### src/include/adcsq_consts.svh
// Constants of the two-channel converter sequencer: SFR offsets,
// field positions, reset values and conversion timing.
// Guarded, so any number of files may include it in one compilation unit.
`ifndef ADCSQ_CONSTS_SVH
`define ADCSQ_CONSTS_SVH

// ----------------------------------------------------------------
// SFR offsets
// ----------------------------------------------------------------
`define ADCSQ_OFS_CLKDIV 8'hF2
`define ADCSQ_OFS_CTRL   8'hF3
`define ADCSQ_OFS_RESLO  8'hF4
`define ADCSQ_OFS_RESHI  8'hF5

// ----------------------------------------------------------------
// Control register fields
// ----------------------------------------------------------------
`define ADCSQ_CTRL_IDLE  6
`define ADCSQ_CTRL_EN    5
`define ADCSQ_CTRL_EOC   4
`define ADCSQ_CTRL_START 3
`define ADCSQ_CTRL_CHSEL 0

// ----------------------------------------------------------------
// Reset values and timing
// ----------------------------------------------------------------
`define ADCSQ_RST_CLKDIV 8'h00
`define ADCSQ_RST_CTRL   8'h00
`define ADCSQ_RST_RESLO  8'h00
`define ADCSQ_RST_RESHI  8'h00
`define ADCSQ_DIV_W      5
`define ADCSQ_RES_W      10
`define ADCSQ_CONV_TICKS 11

`endif

### src/include/adcsq_pkg.sv
// Types shared by the converter sequencer modules.
// Assumes nothing of its surroundings.
package adcsq_pkg;

  // ----------------------------------------------------------------
  // Sequencer states, one-hot
  // ----------------------------------------------------------------
  typedef enum logic [3:0] {
    ADCSQ_OFF    = 4'b0001,
    ADCSQ_READY  = 4'b0010,
    ADCSQ_SAMPLE = 4'b0100,
    ADCSQ_CONV   = 4'b1000
  } adcsq_state_e;

  typedef logic [7:0] adcsq_byte_t;

endpackage

### src/design/adcsq_clkdiv.sv
// Converter clock divider: one-cycle tick every N peripheral clocks.
// Assumes a synchronous restart from the sequencer at conversion launch.
`timescale 1ns/1ps
`include "adcsq_consts.svh"

module adcsq_clkdiv import adcsq_pkg::*; #(
  parameter int DIV_W = `ADCSQ_DIV_W
) (
  input  wire logic             mclk_i,
  input  wire logic             rst_i,
  input  wire logic             restart_i,
  input  wire logic [DIV_W-1:0] div_i,
  output logic                  tick_o
);

  logic [DIV_W-1:0] cnt_r;
  logic [DIV_W-1:0] reload;

  generate
    if (DIV_W < 2 || DIV_W > 8) begin : g_chk
      $error("adcsq_clkdiv: DIV_W out of range");
    end
  endgenerate

  // A zero divider wraps to all ones, giving the full 2**DIV_W period
  assign reload = div_i - {{(DIV_W-1){1'b0}}, 1'b1};

  // ----------------------------------------------------------------
  // Down counter
  // ----------------------------------------------------------------
  always_ff @(posedge mclk_i) begin
    if (rst_i) begin
      cnt_r <= '0;
      tick_o <= 1'b0;
    end else if (restart_i) begin
      // Reloading at launch puts the first tick exactly N cycles later
      cnt_r <= reload;
      tick_o <= (reload == '0);
    end else if (cnt_r == '0) begin
      cnt_r <= reload;
      tick_o <= (reload == '0);
    end else begin
      cnt_r <= cnt_r - {{(DIV_W-1){1'b0}}, 1'b1};
      tick_o <= (cnt_r == {{(DIV_W-1){1'b0}}, 1'b1});
    end
  end

endmodule

### src/design/adcsq_top.sv
// Converter sequencer: SFR block, clock divider, successive
// approximation sequencing, result registers and CPU freeze.
// Assumes the CPU SFR port runs on mclk_i, and an analog macro that
// follows sample_o, chan_first_o and dac_code_o and returns cmp_i.
`timescale 1ns/1ps
`include "adcsq_consts.svh"

module adcsq_top import adcsq_pkg::*; #(
  parameter int DIV_W = `ADCSQ_DIV_W,
  parameter int RES_W = `ADCSQ_RES_W
) (
  input  wire logic             mclk_i,
  input  wire logic             rst_i,
  input  wire logic [7:0]       sfr_addr_i,
  input  wire logic             sfr_wr_i,
  input  wire logic             sfr_rd_i,
  input  wire logic [7:0]       sfr_wdata_i,
  output logic [7:0]            sfr_rdata_o,
  output logic                  sfr_sel_o,
  input  wire logic             conv_irq_en_i,
  input  wire logic             cmp_i,
  output logic                  adc_power_o,
  output logic                  chan_first_o,
  output logic                  sample_o,
  output logic [RES_W-1:0]      dac_code_o,
  output logic                  cpu_freeze_o,
  output logic                  conv_irq_o
);

  // ----------------------------------------------------------------
  // Elaboration checks
  // ----------------------------------------------------------------
  generate
    if (RES_W != `ADCSQ_RES_W) begin : g_chk_res
      $error("adcsq_top: result split needs a 10-bit result");
    end
    if (DIV_W < 2 || DIV_W > 8) begin : g_chk_div
      $error("adcsq_top: DIV_W out of range");
    end
    if (`ADCSQ_CONV_TICKS != RES_W + 1) begin : g_chk_ticks
      $error("adcsq_top: one sample tick plus one tick per bit expected");
    end
  endgenerate

  // ----------------------------------------------------------------
  // Address decode
  // ----------------------------------------------------------------
  function automatic logic hit(input logic [7:0] a, input logic [7:0] ofs);
    hit = (a == ofs);
  endfunction

  logic sel_div;
  logic sel_ctrl;
  logic sel_lo;
  logic sel_hi;
  logic wr_div;
  logic wr_ctrl;

  assign sel_div   = hit(sfr_addr_i, `ADCSQ_OFS_CLKDIV);
  assign sel_ctrl  = hit(sfr_addr_i, `ADCSQ_OFS_CTRL);
  assign sel_lo    = hit(sfr_addr_i, `ADCSQ_OFS_RESLO);
  assign sel_hi    = hit(sfr_addr_i, `ADCSQ_OFS_RESHI);
  assign sfr_sel_o = sel_div | sel_ctrl | sel_lo | sel_hi;
  assign wr_div    = sfr_wr_i & sel_div;
  assign wr_ctrl   = sfr_wr_i & sel_ctrl;

  // ----------------------------------------------------------------
  // State
  // ----------------------------------------------------------------
  adcsq_state_e     state_r;
  adcsq_state_e     state_nxt;
  logic [DIV_W-1:0] div_r;
  logic             idle_req_r;
  logic             en_r;
  logic             eoc_r;
  logic             start_r;
  logic             chsel_r;
  logic [3:0]       bit_r;
  logic [RES_W-1:0] sar_r;
  logic [7:0]       res_hi_r;
  logic [1:0]       res_lo_r;
  logic [7:0]       rdata_r;
  logic             cmp_meta_r;
  logic             cmp_s_r;
  logic             tick;
  logic             launch;
  logic             busy;
  logic             last_tick;
  logic             done;
  logic             abort;

  assign busy      = (state_r == ADCSQ_SAMPLE) || (state_r == ADCSQ_CONV);
  assign launch    = wr_ctrl && sfr_wdata_i[`ADCSQ_CTRL_START] &&
                     (state_r == ADCSQ_READY) &&
                     sfr_wdata_i[`ADCSQ_CTRL_EN];
  assign last_tick = tick && (state_r == ADCSQ_CONV) && (bit_r == 4'h0);
  assign done      = last_tick;
  assign abort     = busy && wr_ctrl && !sfr_wdata_i[`ADCSQ_CTRL_EN];

  // ----------------------------------------------------------------
  // Comparator synchroniser
  // ----------------------------------------------------------------
  // The analog comparator is not on mclk_i, so two flops guard it;
  // the cost is a two-cycle decision lag, fine for dividers above 2
  always_ff @(posedge mclk_i) begin
    if (rst_i) begin
      cmp_meta_r <= 1'b0;
      cmp_s_r <= 1'b0;
    end else begin
      cmp_meta_r <= cmp_i;
      cmp_s_r <= cmp_meta_r;
    end
  end

  // ----------------------------------------------------------------
  // Converter clock
  // ----------------------------------------------------------------
  adcsq_clkdiv #(
    .DIV_W     (DIV_W)
  ) u_div (
    .mclk_i    (mclk_i),
    .rst_i     (rst_i),
    .restart_i (launch),
    .div_i     (div_r),
    .tick_o    (tick)
  );

  // ----------------------------------------------------------------
  // Divider register
  // ----------------------------------------------------------------
  always_ff @(posedge mclk_i) begin
    if (rst_i) begin
      div_r <= DIV_W'(`ADCSQ_RST_CLKDIV);
    end else if (wr_div) begin
      div_r <= sfr_wdata_i[DIV_W-1:0];
    end
  end

  // ----------------------------------------------------------------
  // Control register bits
  // ----------------------------------------------------------------
  always_ff @(posedge mclk_i) begin
    if (rst_i) begin
      en_r <= 1'b0;
      chsel_r <= 1'b0;
    end else if (wr_ctrl) begin
      en_r <= sfr_wdata_i[`ADCSQ_CTRL_EN];
      // Channel is frozen during a conversion so the held sample
      // never changes source half way
      if (!busy) begin
        chsel_r <= sfr_wdata_i[`ADCSQ_CTRL_CHSEL];
      end
    end
  end

  // Start is owned by hardware while busy: writing it zero does not clear it, only completion or an abort by clearing enable
  always_ff @(posedge mclk_i) begin
    if (rst_i) begin
      start_r <= 1'b0;
    end else if (done || abort) begin
      start_r <= 1'b0;
    end else if (launch) begin
      start_r <= 1'b1;
    end
  end

  always_ff @(posedge mclk_i) begin
    if (rst_i) begin
      idle_req_r <= 1'b0;
    end else if (done || abort) begin
      idle_req_r <= 1'b0;
    end else if (wr_ctrl && !busy) begin
      idle_req_r <= sfr_wdata_i[`ADCSQ_CTRL_IDLE];
    end
  end

  // Writing zero clears; a completion in the same cycle wins
  always_ff @(posedge mclk_i) begin
    if (rst_i) begin
      eoc_r <= 1'b0;
    end else if (done) begin
      eoc_r <= 1'b1;
    end else if (wr_ctrl && !sfr_wdata_i[`ADCSQ_CTRL_EOC]) begin
      eoc_r <= 1'b0;
    end
  end

  // ----------------------------------------------------------------
  // Sequencer
  // ----------------------------------------------------------------
  always_comb begin
    state_nxt = state_r;
    unique case (state_r)
      ADCSQ_OFF: begin
        if (wr_ctrl && sfr_wdata_i[`ADCSQ_CTRL_EN]) begin
          state_nxt = ADCSQ_READY;
        end
      end
      ADCSQ_READY: begin
        if (launch) begin
          state_nxt = ADCSQ_SAMPLE;
        end else if (wr_ctrl && !sfr_wdata_i[`ADCSQ_CTRL_EN]) begin
          state_nxt = ADCSQ_OFF;
        end
      end
      ADCSQ_SAMPLE: begin
        if (abort) begin
          state_nxt = ADCSQ_OFF;
        end else if (tick) begin
          state_nxt = ADCSQ_CONV;
        end
      end
      ADCSQ_CONV: begin
        if (abort) begin
          state_nxt = ADCSQ_OFF;
        end else if (done) begin
          state_nxt = ADCSQ_READY;
        end
      end
      default: begin
        state_nxt = ADCSQ_OFF;
      end
    endcase
  end

  always_ff @(posedge mclk_i) begin
    if (rst_i) begin
      state_r <= ADCSQ_OFF;
    end else begin
      state_r <= state_nxt;
    end
  end

  // ----------------------------------------------------------------
  // Bit counter
  // ----------------------------------------------------------------
  // One sample period then one period per result bit: 1 + 10 = 11.
  // Ticks fall N, 2N, ... 11N cycles after launch, so the last
  // decision and the result load share the edge 11N after launch
  always_ff @(posedge mclk_i) begin
    if (rst_i) begin
      bit_r <= 4'(RES_W - 1);
    end else if (launch) begin
      bit_r <= 4'(`ADCSQ_CONV_TICKS - 2);
    end else if (tick && state_r == ADCSQ_CONV && bit_r != 4'h0) begin
      bit_r <= bit_r - 4'h1;
    end
  end

  // ----------------------------------------------------------------
  // Successive approximation register
  // ----------------------------------------------------------------
  genvar gi;
  generate
    for (gi = 0; gi < RES_W; gi++) begin : g_sar
      always_ff @(posedge mclk_i) begin
        if (rst_i) begin
          sar_r[gi] <= 1'b0;
        end else if (launch) begin
          sar_r[gi] <= (gi == RES_W - 1);
        end else if (tick && state_r == ADCSQ_CONV) begin
          if (bit_r == 4'(gi)) begin
            sar_r[gi] <= cmp_s_r;
          end else if (bit_r == 4'(gi + 1)) begin
            sar_r[gi] <= 1'b1;
          end
        end
      end
    end
  endgenerate

  // ----------------------------------------------------------------
  // Result registers
  // ----------------------------------------------------------------
  // Loaded only on completion, so an aborted run leaves the old value
  always_ff @(posedge mclk_i) begin
    if (rst_i) begin
      res_hi_r <= `ADCSQ_RST_RESHI;
      res_lo_r <= 2'(`ADCSQ_RST_RESLO);
    end else if (done) begin
      res_hi_r <= sar_r[RES_W-1:2];
      res_lo_r <= {sar_r[1], cmp_s_r};
    end
  end

  // ----------------------------------------------------------------
  // Read port
  // ----------------------------------------------------------------
  // Reserved bits are tied low, not stored, so stray ones never read back
  always_ff @(posedge mclk_i) begin
    if (rst_i) begin
      rdata_r <= 8'h00;
    end else if (sfr_rd_i) begin
      if (sel_div) begin
        rdata_r <= {{(8-DIV_W){1'b0}}, div_r};
      end else if (sel_ctrl) begin
        rdata_r <= {1'b0, idle_req_r, en_r, eoc_r,
                    start_r, 2'b00, chsel_r};
      end else if (sel_lo) begin
        rdata_r <= {6'h00, res_lo_r};
      end else if (sel_hi) begin
        rdata_r <= res_hi_r;
      end else begin
        rdata_r <= 8'h00;
      end
    end
  end

  assign sfr_rdata_o = rdata_r;

  // ----------------------------------------------------------------
  // Analog side and CPU side outputs
  // ----------------------------------------------------------------
  assign adc_power_o  = en_r;
  assign chan_first_o = chsel_r;
  assign sample_o     = (state_r == ADCSQ_SAMPLE);
  assign dac_code_o   = sar_r;

  // Only the core is frozen; this block and the divider keep counting
  assign cpu_freeze_o = idle_req_r && busy;

  // Held back while the core is frozen, so it is served after the end
  assign conv_irq_o = eoc_r && conv_irq_en_i && !cpu_freeze_o;

endmodule

### config.mk
export PLATFORM = sky130hd
export DESIGN_NAME = adcsq_top
export DESIGN_NICKNAME = d
export VERILOG_FILES = /design/src/include/adcsq_pkg.sv /design/src/design/adcsq_clkdiv.sv /design/src/design/adcsq_top.sv
export VERILOG_INCLUDE_DIRS = /design/src /design/src/include
export SDC_FILE = /design/constraint.sdc
export NUM_CORES = 1
export LEC_CHECK = 0
export ABC_AREA = 1
export BUFFER_PORTS_ARGS = -buffer_cell sky130_fd_sc_hd__buf_2
export CORE_ASPECT_RATIO = 2
export CORE_MARGIN = 2
export CORE_UTILIZATION = 35
export CTS_CLUSTER_DIAMETER = 150
export CTS_CLUSTER_SIZE = 30
export DETAILED_ROUTE_END_ITERATION = 6
export GPL_TIMING_DRIVEN = 0
export PLACE_DENSITY = 0.62
export SLEW_MARGIN = 10
export SYNTH_ARGS = -nofsm -noshare
export SYNTH_HDL_FRONTEND = slang
export SYNTH_SLANG_ARGS = --single-unit
### constraint.sdc
create_clock -name mclk_i -period 2.1 [get_ports mclk_i]
set_clock_uncertainty 0.1 [all_clocks]
set_input_delay 0.105 -clock mclk_i [delete_from_list [all_inputs] [get_ports mclk_i]]
set_output_delay 0.105 -clock mclk_i [all_outputs]
set_load 0.01 [all_outputs]
Word level (Yosys, flattened, before mapping)
Index checks and enable logic that the tools add are counted.
Widths: inputs -> output; s select.

operators by class
  add/sub/neg operators = 3
  equal/unequal tests = 23
  mux-type cells = 40
  bitwise operators = 6
  reduce and logical (&&, ||, !) cells = 51

operator list
  cell                 number
  $eq 8x8->1 const B   4
  $mux 8               4
  $mux 4               7
  $mux 1               26
  $reduce_and 2->1     11
  $reduce_bool 2->1    11
  $eq 4x3->1 const B   5
  $eq 4x4->1 const B   4
  $pmux 4 s4           1
  $logic_and 1x1->1    15
  $eq 4x2->1 const B   3
  $logic_not 5->1      2
  $mux 5               2
  $sub 5x1->5 const B  2
  $eq 4x1->1 const B   2
  $eq 5x1->1 const B   1
  $logic_not 1->1      4
  $logic_not 4->1      1
  $reduce_and 4->1     1
  $reduce_bool 4->1    1
  $reduce_or 2->1      2
  $sub 4x1->4 const B  1
  $ne 3x1->1 const B   1
  $ne 3x2->1 const B   1
  other kinds (7)      11

storage, ports and cells
  flip-flop bits (word level) = 54
  bits of input ports = 22
  output and inout bits = 24
  logic and storage cells = 148

Longest topological paths before layout
Gate-level depths: netlist (run 1).

  depth in word-level cells = 7
  gate-level depth with buffers = 11

Modules after synthesis
A second synthesis (run 1) with hierarchy kept.

unflattened totals
  cell total of the unflattened synthesis = 384
  area total of the unflattened synthesis = 2,801.4 um^2

modules (own cells, without submodules)
  module        instances  cells an instance  area an instance (um^2)  sequential area each (um^2)
  adcsq_top     1          326                2,369.8                  960.9
  adcsq_clkdiv  1          58                 431.7                    120.1

Worst setup path before layout (run 1)
Ideal clock, no wire load.

  path type = reg-to-reg
  from = register state_r[1]
  to = register state_r[3]
  library setup time = 0.113 ns
  data arrival time = 1.286 ns
  path slack = 0.601 ns
  cell stages (with the launch flop) = 9
  buffers on the path = 0
  period minus slack after synthesis = 1.499 ns
  cell sequence = dfxtp_1 -> inv_1 -> nand2_1 -> nor3_2 -> nand3_1 -> nand3_1 -> nor2_2 -> nor2_1 -> nor2_1

between the ends
  longest elaborated chain between the ends = 6

RTL lines
  item                                                      line              RTL
  from (decl)                                               adcsq_top.sv:70   adcsq_state_e state_r;
  from (signal assigned)                                    adcsq_top.sv:230  state_r <= state_nxt;
  $eq 4x3->1 *                                              -
  named net sample_o                                        adcsq_top.sv:24   output logic sample_o,
  $logic_or 1x1->1                                          adcsq_top.sv:92   assign busy = (state_r == ADCSQ_SAMPLE) || (state_r == ADCSQ_CONV);
  $logic_and 1x1->1 (2 in a row)                            adcsq_top.sv:98   assign abort = busy && wr_ctrl && !sfr_wdata_i[`ADCSQ_CTRL_EN];
  $ne 3x3->1 (no line) (tied with other cells)              -
  $reduce_and 4->1 (no line) or $pmux 4 s4 (tied branches)  -

The timed path passes the listed nets; every way through them passes the cells marked *.
A chain may end at the register's enable or synchronous reset.

Final worst setup path (run 1)
  from = register state_r[1]
  to = output port conv_irq_o

between the ends
  longest elaborated chain between the ends = 5

RTL lines
  item                                      line              RTL
  $eq 4x3->1 or $eq 4x4->1 (tied branches)  adcsq_top.sv:92
  $logic_or 1x1->1 *                        adcsq_top.sv:92
  $logic_and 1x1->1 *                       adcsq_top.sv:320  assign cpu_freeze_o = idle_req_r && busy;
  $logic_not 1->1 *                         adcsq_top.sv:323  assign conv_irq_o = eoc_r && conv_irq_en_i && !cpu_freeze_o;
  $logic_and 1x1->1 *                       adcsq_top.sv:323
  to (decl)                                 adcsq_top.sv:27   output logic conv_irq_o

Mark *: on every way between the ends. The rest lies on a longest branch, timed or not.

==> flow_summary.json, run 1 <==
{
  "htree_levels": 2,
  "dp_hpwl_um": 5250,
  "synth.top_cell.area_share_pct": 40.5,
  "gp_congestion": 0.886,
  "p_int_uw": 1890,
  "synthesis.instances": 361,
  "p_per_area_nw_per_um2": 828,
  "cts_setup_buffers": 0,
  "gr-total-overflow": 0,
  "setup_viol": 0,
  "syn_area_um2": 2670,
  "tightest_slew_ns": 0.602,
  "rows": 45,
  "avgSynthCellArea_um2": 7.39,
  "crit_required_ns": 1.89,
  "p_seq_share_pct": 43.7,
  "diodes": 0,
  "ys_seq_elements": 54,
  "vdd_ir_drop_max_mv": 0.592,
  "path_cells": "inv_1 > nand2_1 > nor3_2 > nor2_1 > nor2_1 > nor2_1 > buf_2",
  "mostFrequentLayoutCells": "54 x inv_1, 54 x dfxtp_1, 52 x nand2_1",
  "synth_edf_count": 0,
  "finalWorstSetupSlack_ns": 0.268,
  "dieWidth_um": 65.7,
  "initial_utilization_pct": 35.6,
  "grt_pass1_wl_um": 10900,
  "hold_viol_final": 0,
  "grt_max_degree": 17,
  "rsz0062_at_grt": "false",
  "wl_um": 6680,
  "dr.pass1.iters": 4,
  "critPathLaunchType": "flip-flop",
  "max_freq_ghz": 0.546,
  "io_buffers": 44,
  "ant_nets": 0,
  "period_share_pct": 87.2,
  "wl_per_cell_um": 13.1,
  "drc": 0,
  "yosys-top-cells-area": "dfxtp_1 41%, inv_1 7.6%, nand2_1 7.3%, nor2_1 5.6%, o21ai_0 5.4%",
  "path_clk_slew_ns": 0.07,
  "die_h_um": 127,
  "syn_to_final_growth_pct": 19.7,
  "cts-resized-gates": 0,
  "ys_seq_area_share_pct": 40.5,
  "ys_types": 36,
  "cts_buffer_depth": 2,
  "core_area_um2": 7490,
  "critPathMaxStageDelay_ns": 0.33,
  "maxSlewViolCount": 0,
  "switching_share_pct": 28.5,
  "crit_top_cell": "nor2_1",
  "end_kind": "output pin",
  "tns_ns": 0,
  "antenna_found_initial": 0,
  "ys.warnings.count": 0,
  "holdBufCountCts": 2,
  "cts-root-buf": "clkbuf_16",
  "avgViaCountPerCell": 4.92,
  "syn_nets": 392,
  "grt_use_total_pct": 16.6,
  "io_pins": 46,
  "critical_path_class": "flip-flop to output pin",
  "power_frac_comb_pct": 21.2,
  "drive_gt1_share_pct": 18.3,
  "p_clk_share_pct": 35.2,
  "dr.first_iter.drc_count": 153,
  "synth_top_flop_cell": "dfxtp_1",
  "path_max_fanout": 5,
  "post-route-min-period_ns": 1.83,
  "first_global_vias": 2305,
  "num_vias": 2504,
  "ys_async_sr_fraction_pct": 0,
  "timing.hold.ws_ns": 0.0148,
  "critPathBufInv": 2,
  "insertion_delay_ns": 0.29,
  "timing.max_cap.violations": 0,
  "pre_cts_ws_ns": 0.401,
  "power.leakage_uw": 0.00149,
  "crit_family": "simple AND/OR/NAND/NOR gates",
  "slew_headroom_pct": 59.9,
  "synth_area_leader_cell": "dfxtp_1",
  "p_sw_uw": 754,
  "clock-sinks": 54,
  "status": "completed",
  "utilization_pct": 42.6,
  "cts-buffers-inserted": 5,
  "slowest_stage": "nor3_2",
  "nets": 445,
  "crit_arrival_ns": 1.63,
  "dieArea_um2": 8370,
  "hold_path.class": "input port to flip-flop",
  "cts_tree": "yes"
}
cell type report:
type | count | area (um^2)
buffer | 7 | 28.8
clock inverter | 2 | 37.5
inverter | 56 | 210
timing repair buffer | 46 | 240
clock buffer | 6 | 129
tap | 94 | 118
multi-input combinational | 244 | 1350
fill | 781 | 4300
sequential | 54 | 1080
final timing paths:
check,from,to,slack (ns),depth (start not counted)
setup reg to reg,bit_r[0],dac_code_o[0],0.39,7
hold reg to reg,cmp_meta_r,cmp_s_r,0.30,2
setup / recovery,state_r[1],conv_irq_o,0.27,7
hold / removal,sfr_wdata_i[1],div_r[1],0.01,3
per-layer routing:
layer  vias to the layer above  part of all wire [%]  GRT usage (%)
met5                         -                     0              0
met4                         0                   2.5           5.88
met3                        15                   4.5           2.82
met2                        57                    49           28.3
met1                      1139                    44           20.8
li1                       1293                     -              -
cells in the mapped netlist, drive strengths merged, types with 4 or more instances:
master  number
clkbuf       5
nor2        45
nand2       55
nand3       28
xor2         4
nand4        5
ha           9
o21ai       34
a21oi       23
dfxtp       54
a211oi       7
inv         56
nor3        18
worst min-delay path: cells and delay by family:
kind | cells | cell delay [ns]
AO/OA/AOI/OAI | 2 | 0.19
buffers and inverters | 1 | 0.07
logic make-up after synthesis:
logic type                 Yosys count  share of synthesized area (%)
and+or+nand+nor                    155                           28.7
AOI/OAI and AO/OA                   76                           16.3
buffers and inverters               63                           8.96
DFF                                 54                           40.5
adders and majority gates            9                           4.22
xor gates and xnor gates             4                           1.31
state kept, by name, summed over array words and instances, names as in the netlist, 2 cells and up:
register,cells
dac_code_o,10
res_hi_r,8
sfr_rdata_o,8
div_r,5
u_div.cnt_r,5
bit_r,4
state_r,4
res_lo_r,2
power groups by stage:
stage	logic, uW	registers, uW	clock network (uW)
global route	644	1160	989
detailed placement	556	1180	0
floorplan	447	1170	0
finish	559	1150	930
global placement	557	1180	0
CTS	563	1150	943
stage by stage:
step                total power [uW]  cell area, um^2  std cells
global route                    2790             3190        509
finish                          2640             3190        509
CTS                             2660             3190        509
detailed placement              1730             3000        499
floorplan                       1620             2670        361
global placement                1730             3000        499
Power figures use the tool's default switching activity.
==> run 2, diff against run 1 <==
Settings changed: CELL_PAD_IN_SITES_DETAIL_PLACEMENT set to 0, CELL_PAD_IN_SITES_GLOBAL_PLACEMENT set to 1, PLACE_DENSITY 0.62 to 0.78.
==> flow_summary.json, run 2 (synthesis results as in run 1) <==
{
  "die_h_um": 127,
  "vdd_ir_drop_max_mv": 0.554,
  "cts-root-buf": "clkbuf_16",
  "p_clk_share_pct": 38.5,
  "crit_required_ns": 2.23,
  "drc": 0,
  "cts_buffer_depth": 2,
  "drive_gt1_share_pct": 18.4,
  "dr.pass1.iters": 4,
  "antenna_found_initial": 0,
  "period_share_pct": 91.8,
  "holdPathEnd": "div_r[4]",
  "cts_tree": "yes",
  "io_pins": 46,
  "htree_levels": 2,
  "avgViaCountPerCell": 4.94,
  "nets": 448,
  "max_freq_ghz": 0.519,
  "gr-total-overflow": 0,
  "mostFrequentLayoutCells": "54 x inv_1, 54 x dfxtp_1, 52 x nand2_1",
  "p_per_area_nw_per_um2": 864,
  "dieWidth_um": 65.7,
  "rsz0062_at_grt": "false",
  "io_buffers": 44,
  "worstRegToRegCells": 7,
  "dieArea_um2": 8370,
  "path_max_fanout": 10,
  "status": "completed",
  "dr.first_iter.drc_count": 122,
  "grt_max_degree": 18,
  "hold_viol_final": 0,
  "timing.hold.ws_ns": 0.0115,
  "min_from": "sfr_wdata_i[4]",
  "core_area_um2": 7490,
  "initial_utilization_pct": 35.6,
  "setup_viol": 0,
  "p_sw_uw": 792,
  "gp_congestion": 0.805,
  "cts-buffers-inserted": 5,
  "power.leakage_uw": 0.00151,
  "clock-sinks": 54,
  "num_vias": 2528,
  "largest_register_ffs": 10,
  "crit_arrival_ns": 2.06,
  "post-route-min-period_ns": 1.93,
  "ant_nets": 0,
  "end_kind": "flip-flop",
  "p_seq_share_pct": 41.2,
  "grt_use_total_pct": 17.7,
  "critPathLaunchType": "input port",
  "diodes": 0,
  "r2r_start": "bit_r[0]",
  "slew_headroom_pct": 63.2,
  "dp_hpwl_um": 5280,
  "first_global_vias": 2383,
  "tightest_slew_ns": 0.552,
  "syn_to_final_growth_pct": 21.8,
  "wl_per_cell_um": 13.4,
  "timing.rr.end": "dac_code_o[0]",
  "rows": 45,
  "r2r_slack_ns": 0.38,
  "tns_ns": 0,
  "switching_share_pct": 28.2,
  "utilization_pct": 43.4,
  "power_frac_comb_pct": 20.3,
  "timing.max_cap.violations": 0,
  "hold_depth": 3,
  "grt_pass1_wl_um": 11400,
  "insertion_delay_ns": 0.30,
  "wl_um": 6850,
  "hold_path.class": "input port to flip-flop",
  "critical_path_class": "input port to flip-flop",
  "p_int_uw": 2020,
  "maxSlewViolCount": 0,
  "path_clk_slew_ns": 0.07
}
run 2: cell count changes in the layout (fill, tap and decap cells not counted), sizes merged:
cell         change
bufinv           +1
clkbuf           -1
clkinv           +1
clkinvlp         -1
dlygate4sd3      +3
run 2: per-stage QoR:
stage | total power (uW) | std cells | setup slack [ns] | instance area (um^2)
global placement | 1750 | 499 | 0.402 | 3000
finish | 2810 | 512 | 0.173 | 3250
CTS | 2830 | 512 | 0.188 | 3250
floorplan | 1620 | 361 | 0.601 | 2670
detailed placement | 1750 | 499 | 0.388 | 3000
global route | 2960 | 512 | 0.0161 | 3250
run 2: what timing repair did:
action | in CTS | in global routing
hold buffers | 5 | 0
gates resized for setup | 0 | 0
buffers inserted | 0 | 0
hold endpoints to repair | 7 | 0
run 2: metal layers:
layer / vias up / share of wire, % / GRT usage, % / routed length (um)
met1: 1133 / 45 / 22.9 / 3120
met4: 0 / 2.5 / 6.74 / 170
met5: - / 0 / 0 / 0
met3: 12 / 5.4 / 2.99 / 370
li1: 1308 / - / - / -
met2: 75 / 47 / 28.8 / 3200
run 2: final cells by class:
cell class	instances	area [um^2]
Clock buffer	5	125
Clock inverter	3	68.8
Inverter	56	210
Buffer	7	28.8
Timing Repair Buffer	49	270
Multi-Input combinational cell	244	1350
Sequential cell	54	1080
Tap cell	94	118
Fill cell	782	4240
run 2: worst max-delay path by stage:
| stage | cells after the start | end | from | slack [ns] |
|---|---|---|---|---|
| after floorplan | 8 | state_r[3] | state_r[1] | 0.60 |
| after global placement | 7 | u_div.tick_o | state_r[3] | 0.40 |
| after detailed placement | 7 | u_div.tick_o | state_r[3] | 0.39 |
| after CTS | 7 | res_hi_r[0] | rst_i | 0.19 |
| after global routing | 7 | chan_first_o | rst_i | 0.02 |
| final | 7 | res_hi_r[0] | rst_i | 0.17 |
run 2: power groups by stage:
stage	Sequential [uW]	Clock, uW	Combinational, uW
2_1_floorplan	1170	0	447
3_3_place_gp	1180	0	568
3_5_place_dp	1180	0	569
4_1_cts	1160	1100	578
5_1_grt	1170	1130	654
6_report	1160	1080	571
run 2: critical path, stage by stage:
cell and delay (ns):
dlygate4sd3_1 0.53, buf_2 0.17, inv_1 0.08, clkbuf_1 0.38
clkbuf_1 0.46, o21ai_0 0.21, nor2_1 0.13
